`config.mk`:
```
export PLATFORM = sky130hd
export DESIGN_NAME = decrement_and_bcd_adjust_exec
export DESIGN_NICKNAME = d
export VERILOG_FILES = /design/src/logic/dec_bcd_pkg.sv /design/src/logic/decrement_and_bcd_adjust_exec.sv
export VERILOG_INCLUDE_DIRS = /design/src /design/src/logic
export SDC_FILE = /design/constraint.sdc
export NUM_CORES = 1
export LEC_CHECK = 0
export BUFFER_PORTS_ARGS = -buffer_cell sky130_fd_sc_hd__buf_2
export CORE_MARGIN = 4
export CORE_UTILIZATION = 52
export CTS_CLUSTER_DIAMETER = 100
export CTS_CLUSTER_SIZE = 16
export DETAILED_ROUTE_END_ITERATION = 16
export GPL_TIMING_DRIVEN = 0
export PLACE_DENSITY = 0.81
export SETUP_SLACK_MARGIN = 0.1
export SLEW_MARGIN = 30
export SYNTH_ARGS = -nofsm -noshare
export SYNTH_HDL_FRONTEND = slang
export SYNTH_SLANG_ARGS = --single-unit
```
`constraint.sdc`:
```
create_clock -name clk_i -period 3.9 [get_ports clk_i]
set_input_delay 0.585 -clock clk_i [delete_from_list [all_inputs] [get_ports clk_i]]
set_output_delay 0.585 -clock clk_i [all_outputs]
set_load 0.1 [all_outputs]
```
`src/logic/dec_bcd_regs.svh`:
```
// Register offsets, field positions and constants of the decrement/BCD datapath
`ifndef DEC_BCD_REGS_SVH
`define DEC_BCD_REGS_SVH

`define DBX_OFS_ACC 8'h00
`define DBX_OFS_STATUS 8'h04
`define DBX_OFS_BANK 8'h08
`define DBX_OFS_CTRL 8'h0C
`define DBX_OFS_STATE 8'h10

`define DBX_RST_ACC 8'h00
`define DBX_RST_FLAGS 5'h00
`define DBX_RST_BANK 4'h0
`define DBX_RST_EXT 1'b0

`define DBX_FLAG_C 0
`define DBX_FLAG_HC 1
`define DBX_FLAG_Z 2
`define DBX_FLAG_OV 3
`define DBX_FLAG_N 4
`define DBX_CTRL_EXT 0

`define DBX_OPC_ADJUST 16'h0007
`define DBX_OPC_DEC 6'h01
`define DBX_OPC_DECSKIP 6'h0B
`define DBX_BIT_DEST 9
`define DBX_BIT_BANKSEL 8

`define DBX_BCD_LIMIT 4'h9
`define DBX_BCD_STEP 9'h006
`define DBX_BCD_STEP_HI 9'h060
`define DBX_ILO_MAX 8'h5F
`define DBX_ACCESS_SPLIT 8'h60
`define DBX_ACCESS_LO 4'h0
`define DBX_ACCESS_HI 4'hF
`define DBX_SIGN_MIN 8'h80
`define DBX_QUARTER_LAST 2'h3

`endif

```
`src/logic/dec_bcd_pkg.sv`:
```
// Types shared by the decrement/BCD datapath
package dec_bcd_pkg;

   typedef enum logic [4:0] {
      ST_DECODE  = 5'b00001,
      ST_READ    = 5'b00010,
      ST_PROCESS = 5'b00100,
      ST_WRITE   = 5'b01000,
      ST_SKIP    = 5'b10000
   } phase_e;

   typedef enum logic [1:0] {
      OP_NONE    = 2'h0,
      OP_ADJUST  = 2'h1,
      OP_DEC     = 2'h2,
      OP_DECSKIP = 2'h3
   } op_e;

   typedef struct packed {
      phase_e phase;
      op_e op;
      logic dest;
      logic [11:0] addr;
      logic [7:0] operand;
      logic [7:0] result;
      logic [4:0] res_flags;
      logic [7:0] acc;
      logic [4:0] flags;
      logic [3:0] bank;
      logic ext_en;
      logic two_word;
      logic [1:0] quarter;
      logic [1:0] skip_left;
      logic wb_ack;
      logic [31:0] wb_dat;
   } exec_s;

endpackage

```
`src/logic/decrement_and_bcd_adjust_exec.sv`:
```
// Execution datapath for BCD adjust, decrement and decrement-skip-if-zero
// Summary of operation
// - BCD adjust: decode, read, process, write accumulator
// - Add six per nibble above nine; carry only
// - Decrement byte; destination bit picks accumulator/file
// - Decrement updates carry, half carry, N, OV, Z
// - Opcode top bits 000001, dest, bank, address
// - Bank bit zero access bank, one bank pointer
// - Extended set, bank zero, f<=95: indexed offset
// - One word, one cycle of four phases
// - Skip variant takes any address, dest, bank
// - Skip variant discards next on zero result
`timescale 1ns/1ps
`include "dec_bcd_regs.svh"

module decrement_and_bcd_adjust_exec (
   input wire logic clk_i,
   input wire logic rst_i,
   input wire logic wb_cyc_i,
   input wire logic wb_stb_i,
   input wire logic wb_we_i,
   input wire logic [7:0] wb_adr_i,
   input wire logic [3:0] wb_sel_i,
   input wire logic [31:0] wb_dat_i,
   output logic [31:0] wb_dat_o,
   output logic wb_ack_o,
   input wire logic instr_valid_i,
   input wire logic [15:0] instr_i,
   input wire logic next_two_word_i,
   input wire logic [11:0] index_base_i,
   output logic instr_ready_o,
   output logic flush_o,
   output logic [11:0] mem_addr_o,
   output logic mem_rd_o,
   input wire logic [7:0] mem_rdata_i,
   output logic mem_wr_o,
   output logic [7:0] mem_wdata_o,
   output logic [7:0] acc_o,
   output logic [4:0] status_o
);

   dec_bcd_pkg::exec_s s;
   dec_bcd_pkg::exec_s next_s;

   // Operand address: indexed offset, bank pointer or access bank
   function automatic logic [11:0] resolve_addr(input logic [7:0] f,
         input logic banked, input logic ext, input logic [3:0] bank,
         input logic [11:0] base);
      logic [11:0] a;
      a = {`DBX_ACCESS_LO, f};
      if (banked) begin
         a = {bank, f};
      end else if (ext && f <= `DBX_ILO_MAX) begin
         a = base + {4'h0, f};
      end else if (f >= `DBX_ACCESS_SPLIT) begin
         a = {`DBX_ACCESS_HI, f};
      end
      return a;
   endfunction

   // Packed-BCD correction; bit 8 is the carry out
   function automatic logic [8:0] bcd_adjust(input logic [7:0] v,
         input logic c, input logic hc);
      logic [8:0] t;
      t = {1'b0, v};
      if (v[3:0] > `DBX_BCD_LIMIT || hc) begin
         t = t + `DBX_BCD_STEP;
      end
      if (t[8:4] > {1'b0, `DBX_BCD_LIMIT} || c) begin
         t = t + `DBX_BCD_STEP_HI;
      end
      return t;
   endfunction

   always_comb begin
      logic [8:0] adj;
      logic [7:0] dec;
      adj = bcd_adjust(s.operand, s.flags[`DBX_FLAG_C],
                       s.flags[`DBX_FLAG_HC]);
      dec = s.operand - 8'h01;
      next_s = s;

      // Wishbone slave, one wait cycle, unmapped reads zero
      next_s.wb_ack = wb_cyc_i && wb_stb_i && !s.wb_ack;
      next_s.wb_dat = 32'h0000_0000;
      if (next_s.wb_ack && !wb_we_i) begin
         case (wb_adr_i)
            `DBX_OFS_ACC: next_s.wb_dat = {24'h0, s.acc};
            `DBX_OFS_STATUS: next_s.wb_dat = {27'h0, s.flags};
            `DBX_OFS_BANK: next_s.wb_dat = {28'h0, s.bank};
            `DBX_OFS_CTRL: next_s.wb_dat = {31'h0, s.ext_en};
            `DBX_OFS_STATE: next_s.wb_dat = {27'h0, s.phase};
            default: next_s.wb_dat = 32'h0000_0000;
         endcase
      end
      if (next_s.wb_ack && wb_we_i && wb_sel_i[0]) begin
         case (wb_adr_i)
            `DBX_OFS_ACC: next_s.acc = wb_dat_i[7:0];
            `DBX_OFS_STATUS: next_s.flags = wb_dat_i[4:0];
            `DBX_OFS_BANK: next_s.bank = wb_dat_i[3:0];
            `DBX_OFS_CTRL: next_s.ext_en = wb_dat_i[`DBX_CTRL_EXT];
            default: next_s.acc = s.acc;
         endcase
      end

      // Core updates come after bus writes so they win a collision
      case (s.phase)
         dec_bcd_pkg::ST_DECODE: begin
            if (instr_valid_i) begin
               if (instr_i == `DBX_OPC_ADJUST) begin
                  next_s.op = dec_bcd_pkg::OP_ADJUST;
               end else if (instr_i[15:10] == `DBX_OPC_DEC) begin
                  next_s.op = dec_bcd_pkg::OP_DEC;
               end else if (instr_i[15:10] == `DBX_OPC_DECSKIP) begin
                  next_s.op = dec_bcd_pkg::OP_DECSKIP;
               end else begin
                  next_s.op = dec_bcd_pkg::OP_NONE;
               end
               next_s.dest = instr_i[`DBX_BIT_DEST];
               next_s.addr = resolve_addr(instr_i[7:0],
                  instr_i[`DBX_BIT_BANKSEL], s.ext_en, s.bank,
                  index_base_i);
               next_s.two_word = next_two_word_i;
               next_s.phase = dec_bcd_pkg::ST_READ;
            end
         end
         dec_bcd_pkg::ST_READ: begin
            next_s.operand = (s.op == dec_bcd_pkg::OP_ADJUST) ?
                             s.acc : mem_rdata_i;
            next_s.phase = dec_bcd_pkg::ST_PROCESS;
         end
         dec_bcd_pkg::ST_PROCESS: begin
            next_s.res_flags = s.flags;
            if (s.op == dec_bcd_pkg::OP_ADJUST) begin
               next_s.result = adj[7:0];
               next_s.res_flags[`DBX_FLAG_C] = adj[8] ||
                                               s.flags[`DBX_FLAG_C];
            end else begin
               next_s.result = dec;
               next_s.res_flags[`DBX_FLAG_C] = s.operand != 8'h00;
               next_s.res_flags[`DBX_FLAG_HC] = s.operand[3:0] != 4'h0;
               next_s.res_flags[`DBX_FLAG_Z] = dec == 8'h00;
               next_s.res_flags[`DBX_FLAG_N] = dec[7];
               next_s.res_flags[`DBX_FLAG_OV] = s.operand == `DBX_SIGN_MIN;
            end
            next_s.phase = dec_bcd_pkg::ST_WRITE;
         end
         dec_bcd_pkg::ST_WRITE: begin
            next_s.phase = dec_bcd_pkg::ST_DECODE;
            if (s.op == dec_bcd_pkg::OP_ADJUST ||
                  (s.op != dec_bcd_pkg::OP_NONE && !s.dest)) begin
               next_s.acc = s.result;
            end
            if (s.op == dec_bcd_pkg::OP_DEC ||
                  s.op == dec_bcd_pkg::OP_ADJUST) begin
               next_s.flags = s.res_flags;
            end
            if (s.op == dec_bcd_pkg::OP_DECSKIP && s.result == 8'h00) begin
               next_s.phase = dec_bcd_pkg::ST_SKIP;
               next_s.quarter = 2'h0;
               next_s.skip_left = s.two_word ? 2'h2 : 2'h1;
            end
         end
         dec_bcd_pkg::ST_SKIP: begin
            // One or two idle instruction cycles
            next_s.quarter = s.quarter + 2'h1;
            if (s.quarter == `DBX_QUARTER_LAST) begin
               next_s.skip_left = s.skip_left - 2'h1;
               if (s.skip_left == 2'h1) begin
                  next_s.phase = dec_bcd_pkg::ST_DECODE;
               end
            end
         end
         default: next_s.phase = dec_bcd_pkg::ST_DECODE;
      endcase
   end

   always_ff @(posedge clk_i) begin
      if (rst_i) begin
         s <= '0;
         s.phase <= dec_bcd_pkg::ST_DECODE;
         s.op <= dec_bcd_pkg::OP_NONE;
         s.acc <= `DBX_RST_ACC;
         s.flags <= `DBX_RST_FLAGS;
         s.bank <= `DBX_RST_BANK;
         s.ext_en <= `DBX_RST_EXT;
      end else begin
         s <= next_s;
      end
   end

   assign wb_ack_o = s.wb_ack;
   assign wb_dat_o = s.wb_dat;
   assign instr_ready_o = s.phase == dec_bcd_pkg::ST_DECODE;
   assign flush_o = s.phase == dec_bcd_pkg::ST_SKIP;
   assign mem_addr_o = s.addr;
   // File read in the second quarter
   assign mem_rd_o = s.phase == dec_bcd_pkg::ST_READ &&
                     s.op != dec_bcd_pkg::OP_ADJUST &&
                     s.op != dec_bcd_pkg::OP_NONE;
   assign mem_wr_o = s.phase == dec_bcd_pkg::ST_WRITE && s.dest &&
                     (s.op == dec_bcd_pkg::OP_DEC ||
                      s.op == dec_bcd_pkg::OP_DECSKIP);
   assign mem_wdata_o = s.result;
   assign acc_o = s.acc;
   assign status_o = s.flags;
endmodule

```
======== Word level (Yosys, flattened, before mapping) ========
Index checks and enable logic that the tools add are counted.
cells by class
  reductions and logical operators ........ 35
  add/subtract/negate cells ............... 6
  equal/unequal tests ..................... 23
  bitwise logic cells ..................... 1
  muxes and demuxes ....................... 30
  magnitude comparators ................... 4
operators with widths
  kind                   count
  $pmux W8 S5            1
  $mux W12               3
  $mux W8                4
  $mux W5                5
  $pmux W5 S5            1
  $logic_not A8 Y1       3
  $mux W20               1
  $mux W18               1
  $mux W9                2
  $eq A16 B3 Y1 const B  1
  $eq A8 B4 Y1 const B   2
  $mux W13               1
  $add A12 B8 Y12        1
  $logic_and A1 B1 Y1    12
  $mux W4                3
  $mux W2                5
  $add A8 B3 Y9 const B  1
  $add A9 B7 Y9 const B  1
  $eq A8 B3 Y1 const B   1
  $eq A8 B5 Y1 const B   1
  $eq A8 B8 Y1 const B   1
  $ge A8 B7 Y1 const B   1
  $le A8 B7 Y1 const B   1
  $pmux W4 S2            1
  26 further kinds       45
word-level totals
  output and inout bits ................... 70
  register bits ........................... 97

======== Depth between registers and ports, before layout ========
  depth in word-level cells ............... 8
  mapped depth ............................ 13

======== Worst setup path before layout ========
OpenSTA, ideal clock, no wires.
  path kind ............................... reg-to-output
  from .................................... register s[95] (netlist name)
  to ...................................... output mem_rd_o
  arrival time ............................ 3671 ps
  setup slack ............................. -356 ps
  stages on the path, launching flop included .. 5
  required time ........................... 3315 ps
  path through ............................ dfxtp_1 -> or3_1 -> nor3b_2 -> clkbuf_1 -> nor3b_1
on the way
  cells in the longest elaborated chain, start to end .. 3
RTL lines
  element                 RTL line                              text
  from (decl)             decrement_and_bcd_adjust_exec.sv:42   dec_bcd_pkg::exec_s s;
  from (signal assigned)  decrement_and_bcd_adjust_exec.sv:188  s <= next_s;
  $eq A5 B2 Y1            decrement_and_bcd_adjust_exec.sv:198  assign mem_rd_o = s.phase == dec_bcd_pkg::ST_READ &&
  $logic_and A1 B1 Y1     decrement_and_bcd_adjust_exec.sv:198
  $logic_and A1 B1 Y1     decrement_and_bcd_adjust_exec.sv:199  s.op != dec_bcd_pkg::OP_ADJUST &&
  to (decl)               decrement_and_bcd_adjust_exec.sv:34   output logic mem_rd_o,
No other way between the ends.

======== Final worst setup path ========
Ends and elaborated chain as after synthesis.

==> impl_metrics.csv <==
group,metric,value,unit
sta,tns,0,ps
logic_synthesis,synth_edf_count,0,
logic_synthesis,yosysTopAreaCell,"dfxtp_1",
global_routing,grt_max_degree,13,
cts,clk_latency,350,ps
drt,met2_length,6390,um
die,dieArea,10800,um2
global_routing,first_global_vias,4467,
setup_path,crit_required,3310,ps
setup_path,critPathArrivalTime,2920,ps
logic_synthesis,synth_commonest_cells,"nor2_1, dfxtp_1, buf_4",
placed_design,dp_hpwl,10300,um
cts,cts-buffers-inserted,9,
drt,wl_per_cell,15.9,um
power_and_ir_drop,vdd_ir_drop_max,0.000305,V
power_and_ir_drop,pwr_density_cell,369,nW/um2
setup_path,cp_max_fo,10,
placed_design,place_congestion,0.929,
layout,post-route-cell-area,5730,um2
sta,clock.fmax,285,MHz
die,dieHeight,104,um
die,core,8850,um2
logic_synthesis,syn_area_per_cell,8.29,um2
sta,finalCritPeriodShare,89.9,%
drt,top_layer,"met4",
global_routing,grt_pass1_wl,21400,um
logic_synthesis,yosys.cell_count.top_type,"nor2_1",
setup_path,worstSetupStartpointType,"register",
drt,firstDrtPassIters,5,
run,drv_cap,0,
cts,cts_buffer_depth,2,
logic_synthesis,synth.distinct_cells,63,
layout,multiInputGateArea,2710,um2
sta,setup_viol,0,
hold_path,hold_path.class,"reg -> reg",
sta,hold_violations,0,
power_and_ir_drop,p_leak,2.66,nW
cts,clk_pin_slew,80,ps
placed_design,port_buffers,103,
global_routing,grt_usage,24.0,%
drt,drt_wl_total,13100,um
cts,cts_sinks,73,
drt,num_vias,4587,
sta,finalCriticalPeriod,3510,ps
cts,cts_tree,"built",
drt,viasPerCell,5.55,
logic_synthesis,synth_seq_cells,73,
drt,wl_met3,1020,um
global_routing,gr-total-overflow,0,
die,ios,157,
logic_synthesis,synthFlopType,"dfxtp_1",
logic_synthesis,netlist_top_cells_area,"dfxtp_1, buf_4, mux2i_1, nor2_1, ha_1",
sta,maxSlewViolCount,0,
setup_path,critPathSlowestCell,"nor3b_4",
layout,antenna_cells,0,
die,initial_core_util,54.0,%
cts,postCtsSetupRepairBufs,0,
run_status,status,"finished clean",
setup_path,path_cells,"or3_1, nor3b_4, clkbuf_1, nor3b_2, buf_2",
logic_synthesis,synth_top_area_share,30.6,%
global_routing,antenna_found_initial,0,
logic_synthesis,ys_seq_area_share,30.6,%
cts,clock-root-buffer,"clkbuf_8",
drt,dr.first_iter.drc_count,279,
drt,drt-met1-wl,5460,um
setup_path,path_class,"reg -> out",
sta,rsz0062_at_grt,"no",
die,row_count,34,
sta,relSlewSlack,45.7,%
placed_design,place_area,5520,um2
setup_path,endpoint_kind,"primary output",
die,fp.dieW,104,um
logic_synthesis,synthArstFlopShare,0,%
sta,skew,11.0,ps
layout,fin_nets,820,
setup_path,cp_slowest_stage_delay,530,ps
layout,seqCellArea,1460,um2
logic_synthesis,syn_inst,576,
layout,area_growth,20.0,%
layout,fillerInstances,766,
logic_synthesis,yosysWarningCount,0,
drt,final_antenna_net_count,0,
sta,tightest_slew,808,ps
logic_synthesis,syn_area,4770,um2
drt,drcViolationCount,0,
cts,cts_max_level,3,
layout,drive_above_1_share,29.0,%
power by group:
group	switching (W)	internal [W]	total, W
combinational	0.000486	0.000199	0.000686
sequential	0.0000255	0.000778	0.000803
clock	0.000297	0.000331	0.000628
layout by cell type, fill, tap and decap left out, types with 3 or more instances in the layout:
cell type  instances
nor2_1            74
and2_1             8
nor3_1            20
mux2_2             8
o41ai_1            3
a221oi_1           3
a21oi_1           28
a222oi_1           3
a211oi_1          26
nand2_1           41
nand3b_1           4
and3b_1            3
xor2_1             6
buf_2            103
inv_1             17
mux2i_1           29
nand4_1            4
and3_1             3
nand3_1           16
a31oi_1            6
nor3b_1            5
buf_4             66
a311oi_1           5
clkbuf_8          14
o21ai_0           10
nor4_1             3
xnor2_1           15
o221ai_1           3
nor2b_1            4
clkbuf_1          22
conb_1            24
ha_1              19
or3_1              5
dfxtp_1           73
stage by stage:
step / hold WS (ps) / total power (W) / util [%] / std cells / setup WS (ps)
3_3_place_gp: 451 / 0.00149 / 62.3 / 810 / 643
3_5_place_dp: 451 / 0.00150 / 62.3 / 810 / 635
5_1_grt: 485 / 0.00221 / 64.7 / 826 / 253
4_1_cts: 464 / 0.00211 / 64.7 / 826 / 245
6_report: 462 / 0.00212 / 64.7 / 826 / 393
2_1_floorplan: 432 / 0.00137 / - / 599 / 626
what timing repair did:
action | CTS | global route
resized for setup | 0 | 1
hold buffers | 0 | 0
setup endpoints to repair | 0 | 1
cell families (layout without fill, tap and decap cells):
family          count (synthesis)  after routing  synth area share, %
buf+inv                       111            230                 14.7
flops                          73             73                 30.6
other cells                     1             24               0.0785
xor+xnor                       21             21                 3.85
fa+ha+maj                      20             20                 5.40
compound gates                111            111                 16.8
mux                            38             38                 8.28
simple gates                  201            201                 20.3
worst paths after layout:
check	to	cells after the start	from	slack [ps]
max	mem_rd_o	5	s[95]	390
min	s[37]	2	s[37]	460
max reg2reg	mem_wdata_o[6]	12	s[70]	750
min reg2reg	s[37]	2	s[37]	460
state kept, by name (all words and copies together), names as in the netlist:
name,cells
s,31
wb_ack_o,1
status_o,5
wb_dat_o,8
mem_wdata_o,8
acc_o,8
mem_addr_o,12
critical path, delay by kind of cell (launching register included):
| kind | cells | cell delay (ps) |
|---|---|---|
| simple gates | 3 | 1250 |
| buf+inv | 2 | 940 |
| flops | 1 | 360 |
cell type report:
cell class              instances  area share (%)
inverters                      18            1.18
repair buffers                103            9.00
clock buffers                  12            2.71
well taps                     108            2.36
plain buffers                  93            11.1
multi-input cells             415            47.3
flip-flops and latches         73            25.5
clock inverters                 4           0.895
per-layer routing:
layer | global-route usage, % | vias up
met2 | 40.8 | 214
met3 | 5.41 | 24
met1 | 29.7 | 2129
li1 | - | 2220
met5 | 0 | -
met4 | 8.83 | 0
No activity file was read; power rests on OpenSTA's default activity.
